$ cat config.mk
export PLATFORM = sky130hd
export DESIGN_NAME = sb_cmd_device_flat
export DESIGN_NICKNAME = d
export VERILOG_FILES = /design/src/sb_cmd_pkg.sv /design/src/sb_cmd_if.sv /design/src/sb_cmd_device.sv /design/src/sb_mcast_gate.sv /design/src/flat_wrapper.sv
export VERILOG_INCLUDE_DIRS = /design/src
export SDC_FILE = /design/constraint.sdc
export NUM_CORES = 1
export LEC_CHECK = 0
export ABC_AREA = 1
export BUFFER_PORTS_ARGS = -buffer_cell sky130_fd_sc_hd__buf_4
export CAP_MARGIN = 20
export CORE_ASPECT_RATIO = 1.4
export CORE_MARGIN = 2
export CORE_UTILIZATION = 35
export DETAILED_ROUTE_END_ITERATION = 12
export GPL_ROUTABILITY_DRIVEN = 0
export PLACE_DENSITY = 0.86
export SETUP_SLACK_MARGIN = 0.4
export SYNTH_ARGS = -nofsm -noshare
export SYNTH_HDL_FRONTEND = slang
export SYNTH_HIERARCHICAL = 1
export SYNTH_SLANG_ARGS = --single-unit
$ cat constraint.sdc
create_clock -name core_clk -period 0.98 [get_ports core_clk]
set_input_delay 0.147 -clock core_clk [delete_from_list [all_inputs] [get_ports core_clk]]
set_output_delay 0.147 -clock core_clk [all_outputs]
set_load 0.05 [all_outputs]
$ cat src/sb_cmd_defines.svh
// constants for the sideband multicast and flow-control command block
`ifndef SB_CMD_DEFINES_SVH
`define SB_CMD_DEFINES_SVH
`define CMD_DISABLE_MCAST      8'h13
`define CMD_SET_FLOWCTL        8'h14
`define CMD_GET_VERSION        8'h15
`define RSP_FLAG               8'h80
`define PKT_LAST_BYTE          8'h2D
`define CHAN_PACKAGE_WIDE      5'h1F
`define FC_OFF                 8'h00
`define FC_GEN                 8'h01
`define FC_HONOUR              8'h02
`define FC_BOTH                8'h03
`define RC_COMPLETED           16'h0000
`define RC_FAILED              16'h0001
`define REASON_NONE            16'h0000
`define REASON_PARAM           16'h0002
`define REASON_UNSUPPORTED     16'h0003
`define REASON_FC_INDEPENDENT  16'h1409
`define MC_ENTRIES             8
`define MC_IDX_W               3
`define ACCEPT_ALL_MCAST_CAP   1'b1
`define FC_INDEPENDENT_CAP     1'b1
`endif

$ cat src/sb_cmd_pkg.sv
// types shared by both ends of the command link
`default_nettype none
package sb_cmd_pkg;
	typedef struct packed
	{
		logic [7:0]  cmd_type;
		logic [2:0]  pkg_id;
		logic [4:0]  chan_id;
		logic [7:0]  fc_enable;
		logic        csum_ok;
	} sb_cmd_t;
	typedef struct packed
	{
		logic [7:0]  rsp_type;
		logic [15:0] rsp_code;
		logic [15:0] reason;
	} sb_rsp_t;
endpackage
`default_nettype wire

$ cat src/sb_cmd_if.sv
// link carrying decoded commands and their responses
`timescale 1ns/100ps
`default_nettype none
interface sb_cmd_if;
	import sb_cmd_pkg::*;
	logic    cmd_valid;
	logic    cmd_ready;
	sb_cmd_t cmd;
	logic    rsp_valid;
	logic    rsp_ready;
	sb_rsp_t rsp;
	modport device (input cmd_valid, output cmd_ready, input cmd, output rsp_valid,
		input rsp_ready, output rsp);
	modport manager (output cmd_valid, input cmd_ready, output cmd, input rsp_valid,
		output rsp_ready, input rsp);
endinterface
`default_nettype wire

$ cat src/sb_cmd_device.sv
// device end: serves disable-multicast, set-flow-control and get-version
// Behaviour
// - disable command forwards every multicast frame
// - disable only when accept-all-multicast exists
// - otherwise accept only enabled filter matches
// - disable command is header, checksum, pad
// - error-free disable answered with type 0x93
// - disable response uses generic reasons only
// - set-flow-control 0x14 configures pause frames
// - flow control addressed package-wide, channel 0x1F
// - pause setting independent of arbitration
// - enable field in low byte of word
// - zero disables all flow control
// - value 1 generates pause frames
// - value 2 honours received pause frames
// - value 3 enables both directions
// - good set-flow-control answered with 0x94
// - flow response carries code and reason word
// - joint-only package returns reason 0x1409
// - get-version command is header, checksum, pad
// - error-free get-version answered with 0x95
`timescale 1ns/100ps
`default_nettype none
`include "sb_cmd_defines.svh"
module sb_cmd_device
(
	input  wire logic                    core_clk,
	input  wire logic                    resetn,
	sb_cmd_if.device                     link,
	input  wire logic [2:0]              own_pkg_id,
	input  wire logic [4:0]              own_chan_id,
	input  wire logic                    frame_is_mcast,
	input  wire logic [`MC_ENTRIES-1:0]  entry_enable,
	input  wire logic [`MC_ENTRIES-1:0]  entry_match,
	output logic                         mcast_accept,
	output logic                         global_mcast,
	output logic                         pause_generate,
	output logic                         pause_honour
);
	import sb_cmd_pkg::*;
	typedef enum logic [1:0]
	{
		ST_IDLE = 2'b00,
		ST_RESP = 2'b01
	} dev_state_t;
	typedef struct packed
	{
		dev_state_t  state;
		logic        gmc;
		logic        gen;
		logic        hon;
		logic        acc;
		sb_rsp_t     rsp;
	} dev_regs_t;
	dev_regs_t r;
	dev_regs_t next_r;
	logic      addr_ok;
	logic      pkg_ok;
	logic      take;
	logic      mcast_cap;
	logic      fc_joint_only;
	logic      fc_one_way;
	logic      fc_reserved;
	logic      gate_accept;

	// per-channel commands need both halves of the identifier to match
	assign addr_ok = (link.cmd.pkg_id == own_pkg_id)
		&& (link.cmd.chan_id == own_chan_id);
	// flow control is a package command, channel field must be the wildcard
	assign pkg_ok = (link.cmd.pkg_id == own_pkg_id)
		&& (link.cmd.chan_id == `CHAN_PACKAGE_WIDE);
	// a bad checksum is taken off the link and never answered
	assign take = link.cmd_valid && link.cmd.csum_ok;
	// capability straps; a build without them refuses disable and the one-way flow-control settings
	assign mcast_cap = `ACCEPT_ALL_MCAST_CAP;
	assign fc_joint_only = !`FC_INDEPENDENT_CAP;
	assign fc_one_way = (link.cmd.fc_enable == `FC_GEN)
		|| (link.cmd.fc_enable == `FC_HONOUR);
	// 0x04 and up carry no setting, so the one in force is kept
	assign fc_reserved = (link.cmd.fc_enable > `FC_BOTH);

	always_comb
	begin
		next_r = r;
		// the filter decision is registered like every other data output
		next_r.acc = gate_accept;
		case (r.state)
			ST_IDLE:
			begin
				if (take)
				begin
					next_r.rsp.rsp_type = link.cmd.cmd_type | `RSP_FLAG;
					next_r.rsp.rsp_code = `RC_COMPLETED;
					next_r.rsp.reason = `REASON_NONE;
					case (link.cmd.cmd_type)
						`CMD_DISABLE_MCAST:
						begin
							if (addr_ok && mcast_cap)
							begin
								next_r.gmc = 1'b1;
								next_r.state = ST_RESP;
							end
							else if (addr_ok)
							begin
								next_r.rsp.rsp_code = `RC_FAILED;
								next_r.rsp.reason = `REASON_UNSUPPORTED;
								next_r.state = ST_RESP;
							end
						end
						`CMD_SET_FLOWCTL:
						begin
							if (pkg_ok)
							begin
								next_r.state = ST_RESP;
								if (fc_reserved)
								begin
									next_r.rsp.rsp_code = `RC_FAILED;
									next_r.rsp.reason = `REASON_PARAM;
								end
								else if (fc_one_way && fc_joint_only)
								begin
									next_r.rsp.rsp_code = `RC_FAILED;
									next_r.rsp.reason = `REASON_FC_INDEPENDENT;
								end
								else
								begin
									// setting is applied directly, no arbitration gating
									case (link.cmd.fc_enable)
										`FC_GEN:
										begin
											next_r.gen = 1'b1;
											next_r.hon = 1'b0;
										end
										`FC_HONOUR:
										begin
											next_r.gen = 1'b0;
											next_r.hon = 1'b1;
										end
										`FC_BOTH:
										begin
											next_r.gen = 1'b1;
											next_r.hon = 1'b1;
										end
										default:
										begin
											next_r.gen = 1'b0;
											next_r.hon = 1'b0;
										end
									endcase
								end
							end
						end
						`CMD_GET_VERSION:
						begin
							if (addr_ok)
							begin
								next_r.state = ST_RESP;
							end
						end
						default:
						begin
							next_r.state = ST_IDLE;
						end
					endcase
				end
			end
			ST_RESP:
			begin
				if (link.rsp_ready)
				begin
					next_r.state = ST_IDLE;
				end
			end
			default:
			begin
				next_r.state = ST_IDLE;
			end
		endcase
	end

	always_ff @(posedge core_clk)
	begin
		if (!resetn)
		begin
			r <= '0;
		end
		else
		begin
			r <= next_r;
		end
	end

	// commands failing checksum or address are dropped silently
	assign link.cmd_ready = (r.state == ST_IDLE);
	assign link.rsp_valid = (r.state == ST_RESP);
	assign link.rsp = r.rsp;
	assign global_mcast = r.gmc;
	assign pause_generate = r.gen;
	assign pause_honour = r.hon;
	assign mcast_accept = r.acc;

	sb_mcast_gate u_gate
	(
		.global_accept  (r.gmc),
		.frame_is_mcast (frame_is_mcast),
		.entry_enable   (entry_enable),
		.entry_match    (entry_match),
		.accept         (gate_accept)
	);
endmodule
`default_nettype wire

$ cat src/sb_mcast_gate.sv
// multicast pass-through accept decision
`timescale 1ns/100ps
`default_nettype none
`include "sb_cmd_defines.svh"
module sb_mcast_gate
(
	input  wire logic                     global_accept,
	input  wire logic                     frame_is_mcast,
	input  wire logic [`MC_ENTRIES-1:0]   entry_enable,
	input  wire logic [`MC_ENTRIES-1:0]   entry_match,
	output logic                          accept
);
	logic [`MC_ENTRIES-1:0] hit;
	genvar i;
	generate
		for (i = 0; i < `MC_ENTRIES; i++)
		begin : g_entry
			assign hit[i] = entry_enable[i] & entry_match[i];
		end
	endgenerate
	// unicast is not this gate's concern and always passes here
	assign accept = !frame_is_mcast || global_accept || (|hit);
endmodule
`default_nettype wire

$ cat src/flat_wrapper.sv
// flat-port wrapper written by rule: the top's interface ports become plain ports
module sb_cmd_device_flat import sb_cmd_pkg::*;
  (core_clk, resetn, own_pkg_id, own_chan_id, frame_is_mcast, entry_enable, entry_match, mcast_accept, global_mcast, pause_generate, pause_honour, link_cmd_valid, link_cmd_ready, link_cmd, link_rsp_valid, link_rsp_ready, link_rsp);
  sb_cmd_if link_i ();
  input  wire logic core_clk;
  input  wire logic resetn;
  input  wire logic [2:0] own_pkg_id;
  input  wire logic [4:0] own_chan_id;
  input  wire logic frame_is_mcast;
  input  wire logic [`MC_ENTRIES-1:0] entry_enable;
  input  wire logic [`MC_ENTRIES-1:0] entry_match;
  output logic mcast_accept;
  output logic global_mcast;
  output logic pause_generate;
  output logic pause_honour;
  input wire logic [$bits(link_i.cmd_valid)-1:0] link_cmd_valid;
  output wire logic [$bits(link_i.cmd_ready)-1:0] link_cmd_ready;
  input wire logic [$bits(link_i.cmd)-1:0] link_cmd;
  output wire logic [$bits(link_i.rsp_valid)-1:0] link_rsp_valid;
  input wire logic [$bits(link_i.rsp_ready)-1:0] link_rsp_ready;
  output wire logic [$bits(link_i.rsp)-1:0] link_rsp;
  assign link_i.cmd_valid = link_cmd_valid;
  assign link_cmd_ready = link_i.cmd_ready;
  assign link_i.cmd = link_cmd;
  assign link_rsp_valid = link_i.rsp_valid;
  assign link_i.rsp_ready = link_rsp_ready;
  assign link_rsp = link_i.rsp;
  sb_cmd_device u_core (.core_clk(core_clk), .resetn(resetn), .link(link_i), .own_pkg_id(own_pkg_id), .own_chan_id(own_chan_id), .frame_is_mcast(frame_is_mcast), .entry_enable(entry_enable), .entry_match(entry_match), .mcast_accept(mcast_accept), .global_mcast(global_mcast), .pause_generate(pause_generate), .pause_honour(pause_honour));
endmodule
==> results of run 1 <==
-- worst min-delay path: stages --
cell    delay (ns)
buf_4         0.08
nor2_2        0.03
nor2_1        0.08
-- placed cells by master (no fill, tap or decap), types with 6 or more instances in the layout --
cell type and count:
buf_4 62, nand2_1 51, conb_1 30, inv_1 27
nor2_1 21, buf_8 15, nand3_1 9, dfxtp_2 9
a21oi_1 6
-- sequential cells by signal, summed over array words and instances, names as in the netlist --
| register | count |
|---|---|
| u_core/link.rsp | 9 |
| u_core/pause_generate | 1 |
| u_core/pause_honour | 1 |
| u_core/r | 1 |
| u_core/mcast_accept | 1 |
| u_core/global_mcast | 1 |
-- cells by family (layout without fill, tap and decap cells) --
group	count (synthesis)	in the layout
AND/OR/NAND/NOR	98	98
flip-flops	14	14
XOR/XNOR	3	3
other	1	30
buffers and inverters	73	115
AO/OA/AOI/OAI	14	14
-- power by group through the flow --
stage | sequential [W] | clock, W | combinational, W
2_1_floorplan | 0.000641 | 0 | 0.000679
3_3_place_gp | 0.000627 | 0 | 0.000821
3_5_place_dp | 0.000629 | 0 | 0.000833
4_1_cts | 0.000628 | 0.000485 | 0.000893
5_1_grt | 0.000631 | 0.000513 | 0.000962
6_report | 0.000629 | 0.000468 | 0.000903
-- worst paths after layout --
kind | cells past startpoint | slack [ns] | end
worst max-delay path | 8 | -0.17 | u_core/r[44]
worst max register to register | 8 | -0.17 | u_core/r[44]
worst min register to register | 2 | 0.50 | u_core/link.rsp[39]
worst min-delay path | 3 | 0.14 | u_core/pause_generate
-- layer usage --
metal / vias to the layer above / share of wire [%] / global-route usage (%) / wire length, um
li1: 682 / - / - / -
met1: 588 / 32 / 14.0 / 943
met2: 57 / 60 / 31.9 / 1770
met3: 2 / 6.3 / 1.20 / 185
met4: 0 / 1.2 / 6.67 / 34
met5: - / 0 / 0 / 0
-- area by class of cell --
type                       instances  share of cell area, %
multi-input combinational        145                   34.8
timing repair inverter             1                  0.388
timing repair buffer              80                   37.5
sequential                        14                   16.1
inverter                          30                   6.41
tap                               40                   2.59
clock inverter                     1                  0.194
clock buffer                       3                   2.14
-- what timing repair did --
item                       4_1_cts  5_1_grt
buffers inserted                 1        0
pin swaps                        8        1
setup endpoints to repair       30       30
gates resized for setup         42        8
gates cloned                     1        0
-- per-stage QoR --
stage / std cells / cell area, um^2 / setup TNS (ns) / hold slack (ns) / worst slack [ns]
6_report: 314 / 1930 / -1.37 / 0.138 / -0.167
5_1_grt: 314 / 1930 / -2.19 / 0.160 / -0.227
4_1_cts: 314 / 1910 / -1.22 / 0.137 / -0.140
3_5_place_dp: 308 / 1710 / -2.25 / 0.371 / -0.259
3_3_place_gp: 308 / 1710 / -1.90 / 0.363 / -0.204
2_1_floorplan: 232 / 1440 / -0.870 / 0.262 / -0.233
==> run summary, run 1 <==
Synth Instances - 203
clk sinks - 14
Commonest cells post-synth - nand2_1, buf_4, inv_1
CP max-delay cell - dfxtp_4
Critical Path RT - 1.14 ns
Root Buffer - clkbuf_8
RSZ-0062 raised after global routing - true
Post-Synth Adder-Cell Area - 0%
Warnings, synthesis - 6
share of cells above drive strength 1 - 42.3%
Synth Area in Compound Gates - 5.83%
sequential share of power - 31.4%
sequential-to-total area share from yosys stat - 22.5%
Num CTS Buffers - 3
combinational share of power - 45.2%
crit-path most repeated cell - nand2_1
n_diodes - 0
reg-to-reg critical path startpoint - u_core/r[44]
DR iter-0 viols - 17
pwr dens - 1030 mW/mm^2
Total Wirelength - 2940 um
hold_buf cts - 0
post-synthesis cell area - 0.00124 mm^2
CP startpoint - u_core/r[44]
post-synthesis mux area share - 0%
Synth async-reset ratio - 0%
number of top-level pins - 100
vias - 1,329
sw power - 0.000794 W
Clock Latency Late Sink - 0.24 ns
Worst-path clk slew - 0.06 ns
Core Region - 0.00338 mm^2
DRC errors left - 0
Die X-Extent - 54.4 um
final hold vios - 0
global-route wire length before repair - 4610 um
vias in the first global route - 1,172
H-Tree Level Count - 1
Filler cells - 311
Clock Power Share - 23.4%
vias per inst - 4.23
main combinational cell family by area after synthesis - buffers and inverters
crit-path cells - inv_8 > nand3_4 > nor2_4 > buf_4 > nand2_1 > o21ai_1 > nand2_1 > a21oi_1
Final Setup Violations - 15
Initial Utilization - 36.9%
CTS tree - built
Tot Pwr - 0.00200 W
FMAX - 872 MHz
run status - complete, but fails checks
die area - 0.00406 mm^2
failing checks - negative setup slack
hold path start - link_cmd[1]
syn_area_per_cell - 6.13 um^2
Routed WL per cell - 9.35 um
initial antenna violation count - 0
Max-Cap Viols - 0
largest cells by area after synthesis - buf_4, dfxtp_1, nand2_1
family with the most delay on the worst path - flip-flops
Crit Path Class - flip-flop to flip-flop
hold crit path type - input port to flip-flop
post-synthesis simple-gate area fraction - 34.3%
Layout area overhead - 55.3%
Lkg Pwr - 1.05 nW
fin util - 57.2%
TritonRoute pass-1 iters - 4
row cnt - 25
Final HPWL DP - 2440 um
sequential cell area - 310 um^2
XOR/XNOR share of the synthesized area - 2.11%
clock tree buffer depth - 2
gr ovfl total - 0
WP data arrival - 1.31 ns
Max IR drop VDD - 0.000748 V
Yosys cell types - 21
setup slack after layout - -0.167 ns
Synth top area share - 24.7%
Tmin final - 1.15 ns
critical-path maximum fanout - 3
CP max stage delay - 0.36 ns
final worst path period share - 117%
#FFs+latches synth - 14
Die H - 74.6 um
Most used DFF post-synth - dfxtp_1
EDFF count, synth - 0
Bufs and invs on worst path - 2
Slew Limit Fails - 0
area occupied by multi-input gates - 672 um^2
clk_skew - 0.00103 ns
top-count cell post-synth - nand2_1
gr usage total - 15.3%
largest net degree at the start of global routing - 11
cell internal pwr - 0.00121 W
DRT antenna net count - 0
sw frac - 39.7%
nets@finish - 329
Critical Path Source Type - flip-flop
number of I/O port buffers - 69
Worst setup EP type - flip-flop
Yosys top cell by area - buf_4
Power figures use the tool's default switching activity.
==> run 2, diff against run 1 <==
--- a/config.mk
+++ b/config.mk
@@ -9,12 +9,15 @@
 export ABC_AREA = 1
 export BUFFER_PORTS_ARGS = -buffer_cell sky130_fd_sc_hd__buf_4
 export CAP_MARGIN = 20
+export CELL_PAD_IN_SITES_DETAIL_PLACEMENT = 0
+export CELL_PAD_IN_SITES_GLOBAL_PLACEMENT = 1
 export CORE_ASPECT_RATIO = 1.4
 export CORE_MARGIN = 2
-export CORE_UTILIZATION = 35
+export CORE_UTILIZATION = 22
+export CTS_CLUSTER_DIAMETER = 200
 export DETAILED_ROUTE_END_ITERATION = 12
 export GPL_ROUTABILITY_DRIVEN = 0
-export PLACE_DENSITY = 0.86
+export PLACE_DENSITY = 0.87
 export SETUP_SLACK_MARGIN = 0.4
 export SYNTH_ARGS = -nofsm -noshare
 export SYNTH_HDL_FRONTEND = slang
==> run 2 against run 1 <==
Against the previous run: the run still ends with negative setup slack left; clock-buffer cell count stayed put; via count is 1.1% lower; non-clock buffer count increased by 7; worst setup slack worse by 0.0056 ns; clock skew up 0.00074 ns; combinational power up 4.8%; routed wire length up 4.9%; utilization decreased by 20 points; highest routed layer unchanged.
==> run summary, run 2 (synthesized netlist as in run 1, its figures left out) <==
run status - complete, but fails checks
failing checks - negative setup slack
TritonRoute pass-1 iters - 4 (unchanged)
nets@finish - 336 (+2.1%)
final worst path period share - 118% (+0.58 points)
clk_skew - 0.00177 ns (+0.000743 ns)
vias - 1,315 (-1.1%)
commonest non-fill, non-tap cells in the layout - buf_4, nand2_1, conb_1, inv_1, nor2_1
Crit Path Class - flip-flop to primary output
area occupied by multi-input gates - 673 um^2 (+0.19%)
worst slack at placement - -0.258 ns (+0.000519 ns)
fin util - 37.1% (-20 points)
row cnt - 32 (+28%)
Cells after DPL - 340 (+10%)
Worst-path clk slew - 0.06 ns (about the same)
share of cells above drive strength 1 - 44.1% (+1.8 points)
Critical Path Source Type - flip-flop
Slew Limit Fails - 0 (unchanged)
commonest non-fill, non-tap cell in the layout - buf_4
crit-path cells - inv_8 > buf_6 > buf_6 > buf_8
final std cells w/o fill - 349 (+11%)
number of top-level pins - 100 (unchanged)
clock tree buffer depth - 2 (unchanged)
combinational share of power - 46.4% (+1.2 points)
CTS tree - built
sequential share of power - 30.7% (-0.7 points)
Die X-Extent - 67.6 um (+24%)
CP max-delay cell - dfxtp_4
Final HPWL DP - 2550 um (+4.4%)
setup slack after layout - -0.172 ns (-0.00564 ns)
sw frac - 39.5% (-0.23 points)
Levels on crit path - 4 (-4)
sequential cell area - 313 um^2 (+0.81%)
clk sinks - 14 (unchanged)
pwr dens - 1000 mW/mm^2 (-3.1%)
crit-path most repeated cell - buf_6
Root Buffer - clkbuf_8
Placed Instance Area - 0.00178 mm^2 (+3.8%)
Lkg Pwr - 1.09 nW (+4.2%)
Core Region - 0.00549 mm^2 (+62%)
WP data arrival - 1.01 ns (-0.30 ns)
family with the most delay on the worst path - buffers and inverters
die area - 0.00628 mm^2 (+55%)
Routed WL per cell - 8.83 um (-5.6%)
Layout area overhead - 63.5%
Total Wirelength - 3080 um (+4.9%)
Tmin final - 1.15 ns (+0.00564 ns)
number of I/O port buffers - 69 (unchanged)
gr ovfl total - 0 (unchanged)
Final Instance Area - 0.00204 mm^2 (+5.3%)
Num CTS Buffers - 3 (unchanged)
Final Setup Violations - 15 (unchanged)
Die H - 93.0 um (+25%)
RSZ-0062 raised after global routing - true
Initial Utilization - 22.7% (-14 points)
largest net degree at the start of global routing - 11 (unchanged)
Filler cells - 584 (+88%)
final hold vios - 0 (unchanged)
DR iter-0 viols - 34 (+17)
Clock Power Share - 23.0% (-0.4 points)
hold crit path type - input port to flip-flop
Critical Path RT - 0.83 ns (-0.31 ns)
critical-path maximum fanout - 2 (-1)
DRC errors left - 0 (unchanged)
gr usage total - 9.63% (-5.7 points)
H-Tree Level Count - 1 (unchanged)
vias per inst - 3.77 (-11%)
Clock Latency Late Sink - 0.24 ns (about the same)
cell internal pwr - 0.00124 W (+2.4%)
CP max stage delay - 0.37 ns (about the same)
R2R depth - 9 (+1)
hold path cells - 3 (unchanged)
Max IR drop VDD - 0.000353 V (-53%)
max FFs per register - 9 (unchanged)
Worst setup EP type - primary output
global-route wire length before repair - 4750 um (+3.1%)
n_diodes - 0 (unchanged)
WHS - 0.134 ns (-0.00384 ns)
hold_buf cts - 0 (unchanged)
vias in the first global route - 1,211 (+3.3%)
DRT antenna net count - 0 (unchanged)
Bufs and invs on worst path - 4 (+2)
Max-Cap Viols - 0 (unchanged)
initial antenna violation count - 0 (unchanged)
FMAX - 868 MHz (-0.49%)
sw power - 0.000805 W (+1.4%)
[run 2: cell types whose count changed in the layout (fill, tap and decap cells not counted), sizes merged]
cell,before,now
buf,80,87
[run 2: layer usage]
metal | track usage [%] | up-vias | wire [um]
li1 | - | 694 | -
met1 | 9.16 | 544 | 1020
met2 | 19.5 | 71 | 1740
met3 | 0.722 | 6 | 270
met4 | 4.42 | 0 | 55
met5 | 0 | - | 0
[run 2: through the flow]
step	TNS, ns	power [W]
final	-1.73	0.00204
after global routing	-2.74	0.00215
after CTS	-1.68	0.00206
after detailed placement	-2.47	0.00147
after global placement	-2.21	0.00147
after floorplan	-0.870	0.00132
[run 2: repair_timing]
item	in CTS	in global routing
setup buffers	2	2
cloned	1	0
resized for setup	48	5
pin swaps	5	1
setup endpoints to repair	30	30
[run 2: worst min-delay path, cell delays in order]
cell and delay [ns]:
buf_4 0.08, nor2_1 0.03, nor2_1 0.08
[run 2: final timing paths]
check	from	to	slack (ns)
max	u_core/r[44]	link_cmd_ready	-0.17
min	link_cmd[2]	u_core/pause_honour	0.13
max reg2reg	u_core/r[44]	u_core/pause_generate	-0.14
min reg2reg	u_core/link.rsp[39]	u_core/link.rsp[39]	0.49
[run 2: cell type report]
cell class,instances,share of cell area (%)
timing repair buffer,87,38.7
tap,68,4.18
clock buffer,3,2.03
timing repair inverter,1,0.369
inverter,30,6.08
sequential,14,15.4
multi-input combinational,145,33.1
clock inverter,1,0.184
[run 2: power by group through the flow]
stage | registers, W | clock network, W | logic [W]
after global routing | 0.000629 | 0.000506 | 0.00101
after CTS | 0.000626 | 0.000496 | 0.000934
after global placement | 0.000628 | 0 | 0.000838
after floorplan | 0.000641 | 0 | 0.000679
final | 0.000626 | 0.000468 | 0.000946
after detailed placement | 0.000629 | 0 | 0.000844
==> run 3, diff against run 2 <==
--- a/config.mk
+++ b/config.mk
@@ -12,11 +12,12 @@
 export CELL_PAD_IN_SITES_DETAIL_PLACEMENT = 0
 export CELL_PAD_IN_SITES_GLOBAL_PLACEMENT = 1
 export CORE_ASPECT_RATIO = 1.4
-export CORE_MARGIN = 2
+export CORE_MARGIN = 1
 export CORE_UTILIZATION = 22
 export CTS_CLUSTER_DIAMETER = 200
 export DETAILED_ROUTE_END_ITERATION = 12
 export GPL_ROUTABILITY_DRIVEN = 0
+export MAX_ROUTING_LAYER = met4
 export PLACE_DENSITY = 0.87
 export SETUP_SLACK_MARGIN = 0.4
 export SYNTH_ARGS = -nofsm -noshare
==> run 3 against run 2 <==
Against the previous run: the flow still finishes with violations (negative setup slack); highest routed layer unchanged; largest cell class unchanged; register-to-register slack hardly changed; critical endpoint is now u_core/link.rsp[34]; sequential share of layout area increased by 0.086 points; via count decreased by 1.1%; routed wire length shrank 4.6%; sequential cell count did not move; power increased by 3.5%.
==> run summary, run 3 (synthesized netlist as in run 1, its figures left out) <==
Crit Path Class - flip-flop to flip-flop
Critical Path Source Type - flip-flop
cell internal pwr - 0.00130 W (+5.3%)
Clock Power Share - 26.5% (+3.5 points)
row cnt - 32 (unchanged)
DRT antenna net count - 0 (unchanged)
initial antenna violation count - 0 (unchanged)
FMAX - 895 MHz (+3.1%)
Die X-Extent - 65.6 um (-3.0%)
Core Region - 0.00549 mm^2 (unchanged)
Critical Path RT - 1.12 ns (+0.29 ns)
Num CTS Buffers - 3 (unchanged)
Layout area overhead - 61.3%
Slew Limit Fails - 0 (unchanged)
pwr dens - 1050 mW/mm^2 (+4.9%)
hold crit path type - input port to flip-flop
run status - complete, but fails checks
clk sinks - 14 (unchanged)
H-Tree Level Count - 1 (unchanged)
WP data arrival - 1.25 ns (+0.24 ns)
CTS tree - built
CP startpoint - u_core/r[44]
hold path start - link_cmd[2]
combinational share of power - 43.8% (-2.6 points)
Initial Utilization - 22.7% (unchanged)
WHS - 0.128 ns (-0.00634 ns)
final hold vios - 0 (unchanged)
Lkg Pwr - 1.08 nW (-1.4%)
TritonRoute pass-1 iters - 4 (unchanged)
commonest non-fill, non-tap cells in the layout - buf_4, nand2_1, conb_1, inv_1, nor2_1
DR iter-0 viols - 36 (+5.9%)
Tmin final - 1.12 ns (-0.0343 ns)
Worst setup EP type - flip-flop
die area - 0.00597 mm^2 (-5.0%)
RSZ-0062 raised after global routing - true
hold_buf cts - 0 (unchanged)
sw frac - 38.4% (-1.1 points)
Worst-path clk slew - 0.06 ns (about the same)
setup slack after layout - -0.138 ns (+0.0343 ns)
commonest non-fill, non-tap cell in the layout - buf_4
Total Wirelength - 2940 um (-4.6%)
Max-Cap Viols - 0 (unchanged)
largest net degree at the start of global routing - 11 (unchanged)
vias in the first global route - 1,128 (-6.9%)
Cells after DPL - 337 (-0.88%)
failing checks - negative setup slack
crit-path cells - inv_8 > nand3_4 > buf_6 > clkinvlp_4 > o21ai_1 > a21oi_1
CP max-delay cell - dfxtp_4
Max IR drop VDD - 0.000366 V (+3.7%)
clk_skew - 0.00360 ns (+0.00183 ns)
Clock Latency Late Sink - 0.25 ns (about the same)
Final Setup Violations - 15 (unchanged)
n_diodes - 0 (unchanged)
critical-path maximum fanout - 7 (+5)
final worst path period share - 114% (-3.5 points)
clock tree buffer depth - 2 (unchanged)
sequential share of power - 29.7% (-1.0 points)
max FFs per register - 9 (unchanged)
Root Buffer - clkbuf_8
sw power - 0.000811 W (+0.73%)
number of top-level pins - 100 (unchanged)
vias - 1,300 (-1.1%)
Routed WL per cell - 8.52 um (-3.5%)
share of cells above drive strength 1 - 43.7% (-0.45 points)
vias per inst - 3.77 (about the same)
DRC errors left - 0 (unchanged)
Final HPWL DP - 2380 um (-6.6%)
gr usage total - 10.1% (+0.46 points)
Die H - 91.0 um (-2.2%)
nets@finish - 332 (-1.2%)
gr ovfl total - 0 (unchanged)
number of I/O port buffers - 69 (unchanged)
global-route wire length before repair - 4450 um (-6.4%)
final std cells w/o fill - 345 (-1.1%)
CP max stage delay - 0.37 ns (about the same)
reg-to-reg critical path startpoint - u_core/r[44]
## run 3: cell count changes in the layout (fill, tap and decap cells not counted), sizes merged
cell,previous run,this run
clkinv,1,0
clkbuf,3,4
buf,87,83
## run 3: layer usage
metal / up-vias / track usage [%] / wire, um / share of wire, %
met5: - / - / 0 / 0
met4: 0 / 5.43 / 76 / 2.6
met3: 7 / 0.879 / 224 / 7.6
met2: 67 / 20.2 / 1660 / 56
met1: 542 / 8.70 / 979 / 33
li1: 684 / - / - / -
## run 3: critical path: cells and delay by family, from the launching register on
family | cells | cell delay (ns)
AO/OA/AOI/OAI | 2 | 0.21
buffers and inverters | 3 | 0.35
flip-flops | 1 | 0.37
AND/OR/NAND/NOR | 1 | 0.07
## run 3: path summary, 6_finish.rpt
kind / to / slack [ns] / depth (start not counted)
worst max-delay path: u_core/link.rsp[34] / -0.14 / 6
worst min-delay path: u_core/pause_honour / 0.13 / 3
worst max register to register: u_core/link.rsp[34] / -0.14 / 6
worst min register to register: u_core/global_mcast / 0.49 / 2
## run 3: layout make-up
cell class                      instances  area [um^2]
Multi-Input combinational cell        145          676
Tap cell                               68         85.1
Fill cell                             566         3480
Timing Repair inverter                  1         7.51
Inverter                               30          124
Sequential cell                        14          310
Timing Repair Buffer                   83          751
Clock buffer                            4         55.1
## run 3: power groups by stage
stage / sequential [W] / combinational, W / clock [W]
after detailed placement: 0.000628 / 0.000833 / 0
after global routing: 0.000631 / 0.000985 / 0.000601
after floorplan: 0.000641 / 0.000679 / 0
after global placement: 0.000628 / 0.000826 / 0
after CTS: 0.000627 / 0.000900 / 0.000581
final: 0.000628 / 0.000925 / 0.000560
## run 3: repair_timing
item	4_1_cts	5_1_grt
pin swaps	6	1
cloned	1	0
setup buffers	1	2
setup endpoints to repair	30	30
resized for setup	38	14
## run 3: stage by stage
stage	worst slack, ns	util (%)	setup TNS (ns)	power (W)	area, um^2
3_3_place_gp	-0.219	32.0	-2.15	0.00145	1750
3_5_place_dp	-0.235	32.0	-2.42	0.00146	1750
5_1_grt	-0.238	36.6	-2.60	0.00222	2010
4_1_cts	-0.137	35.6	-1.32	0.00211	1950
2_1_floorplan	-0.233	-	-0.870	0.00132	1440
6_report	-0.138	36.6	-1.43	0.00211	2010
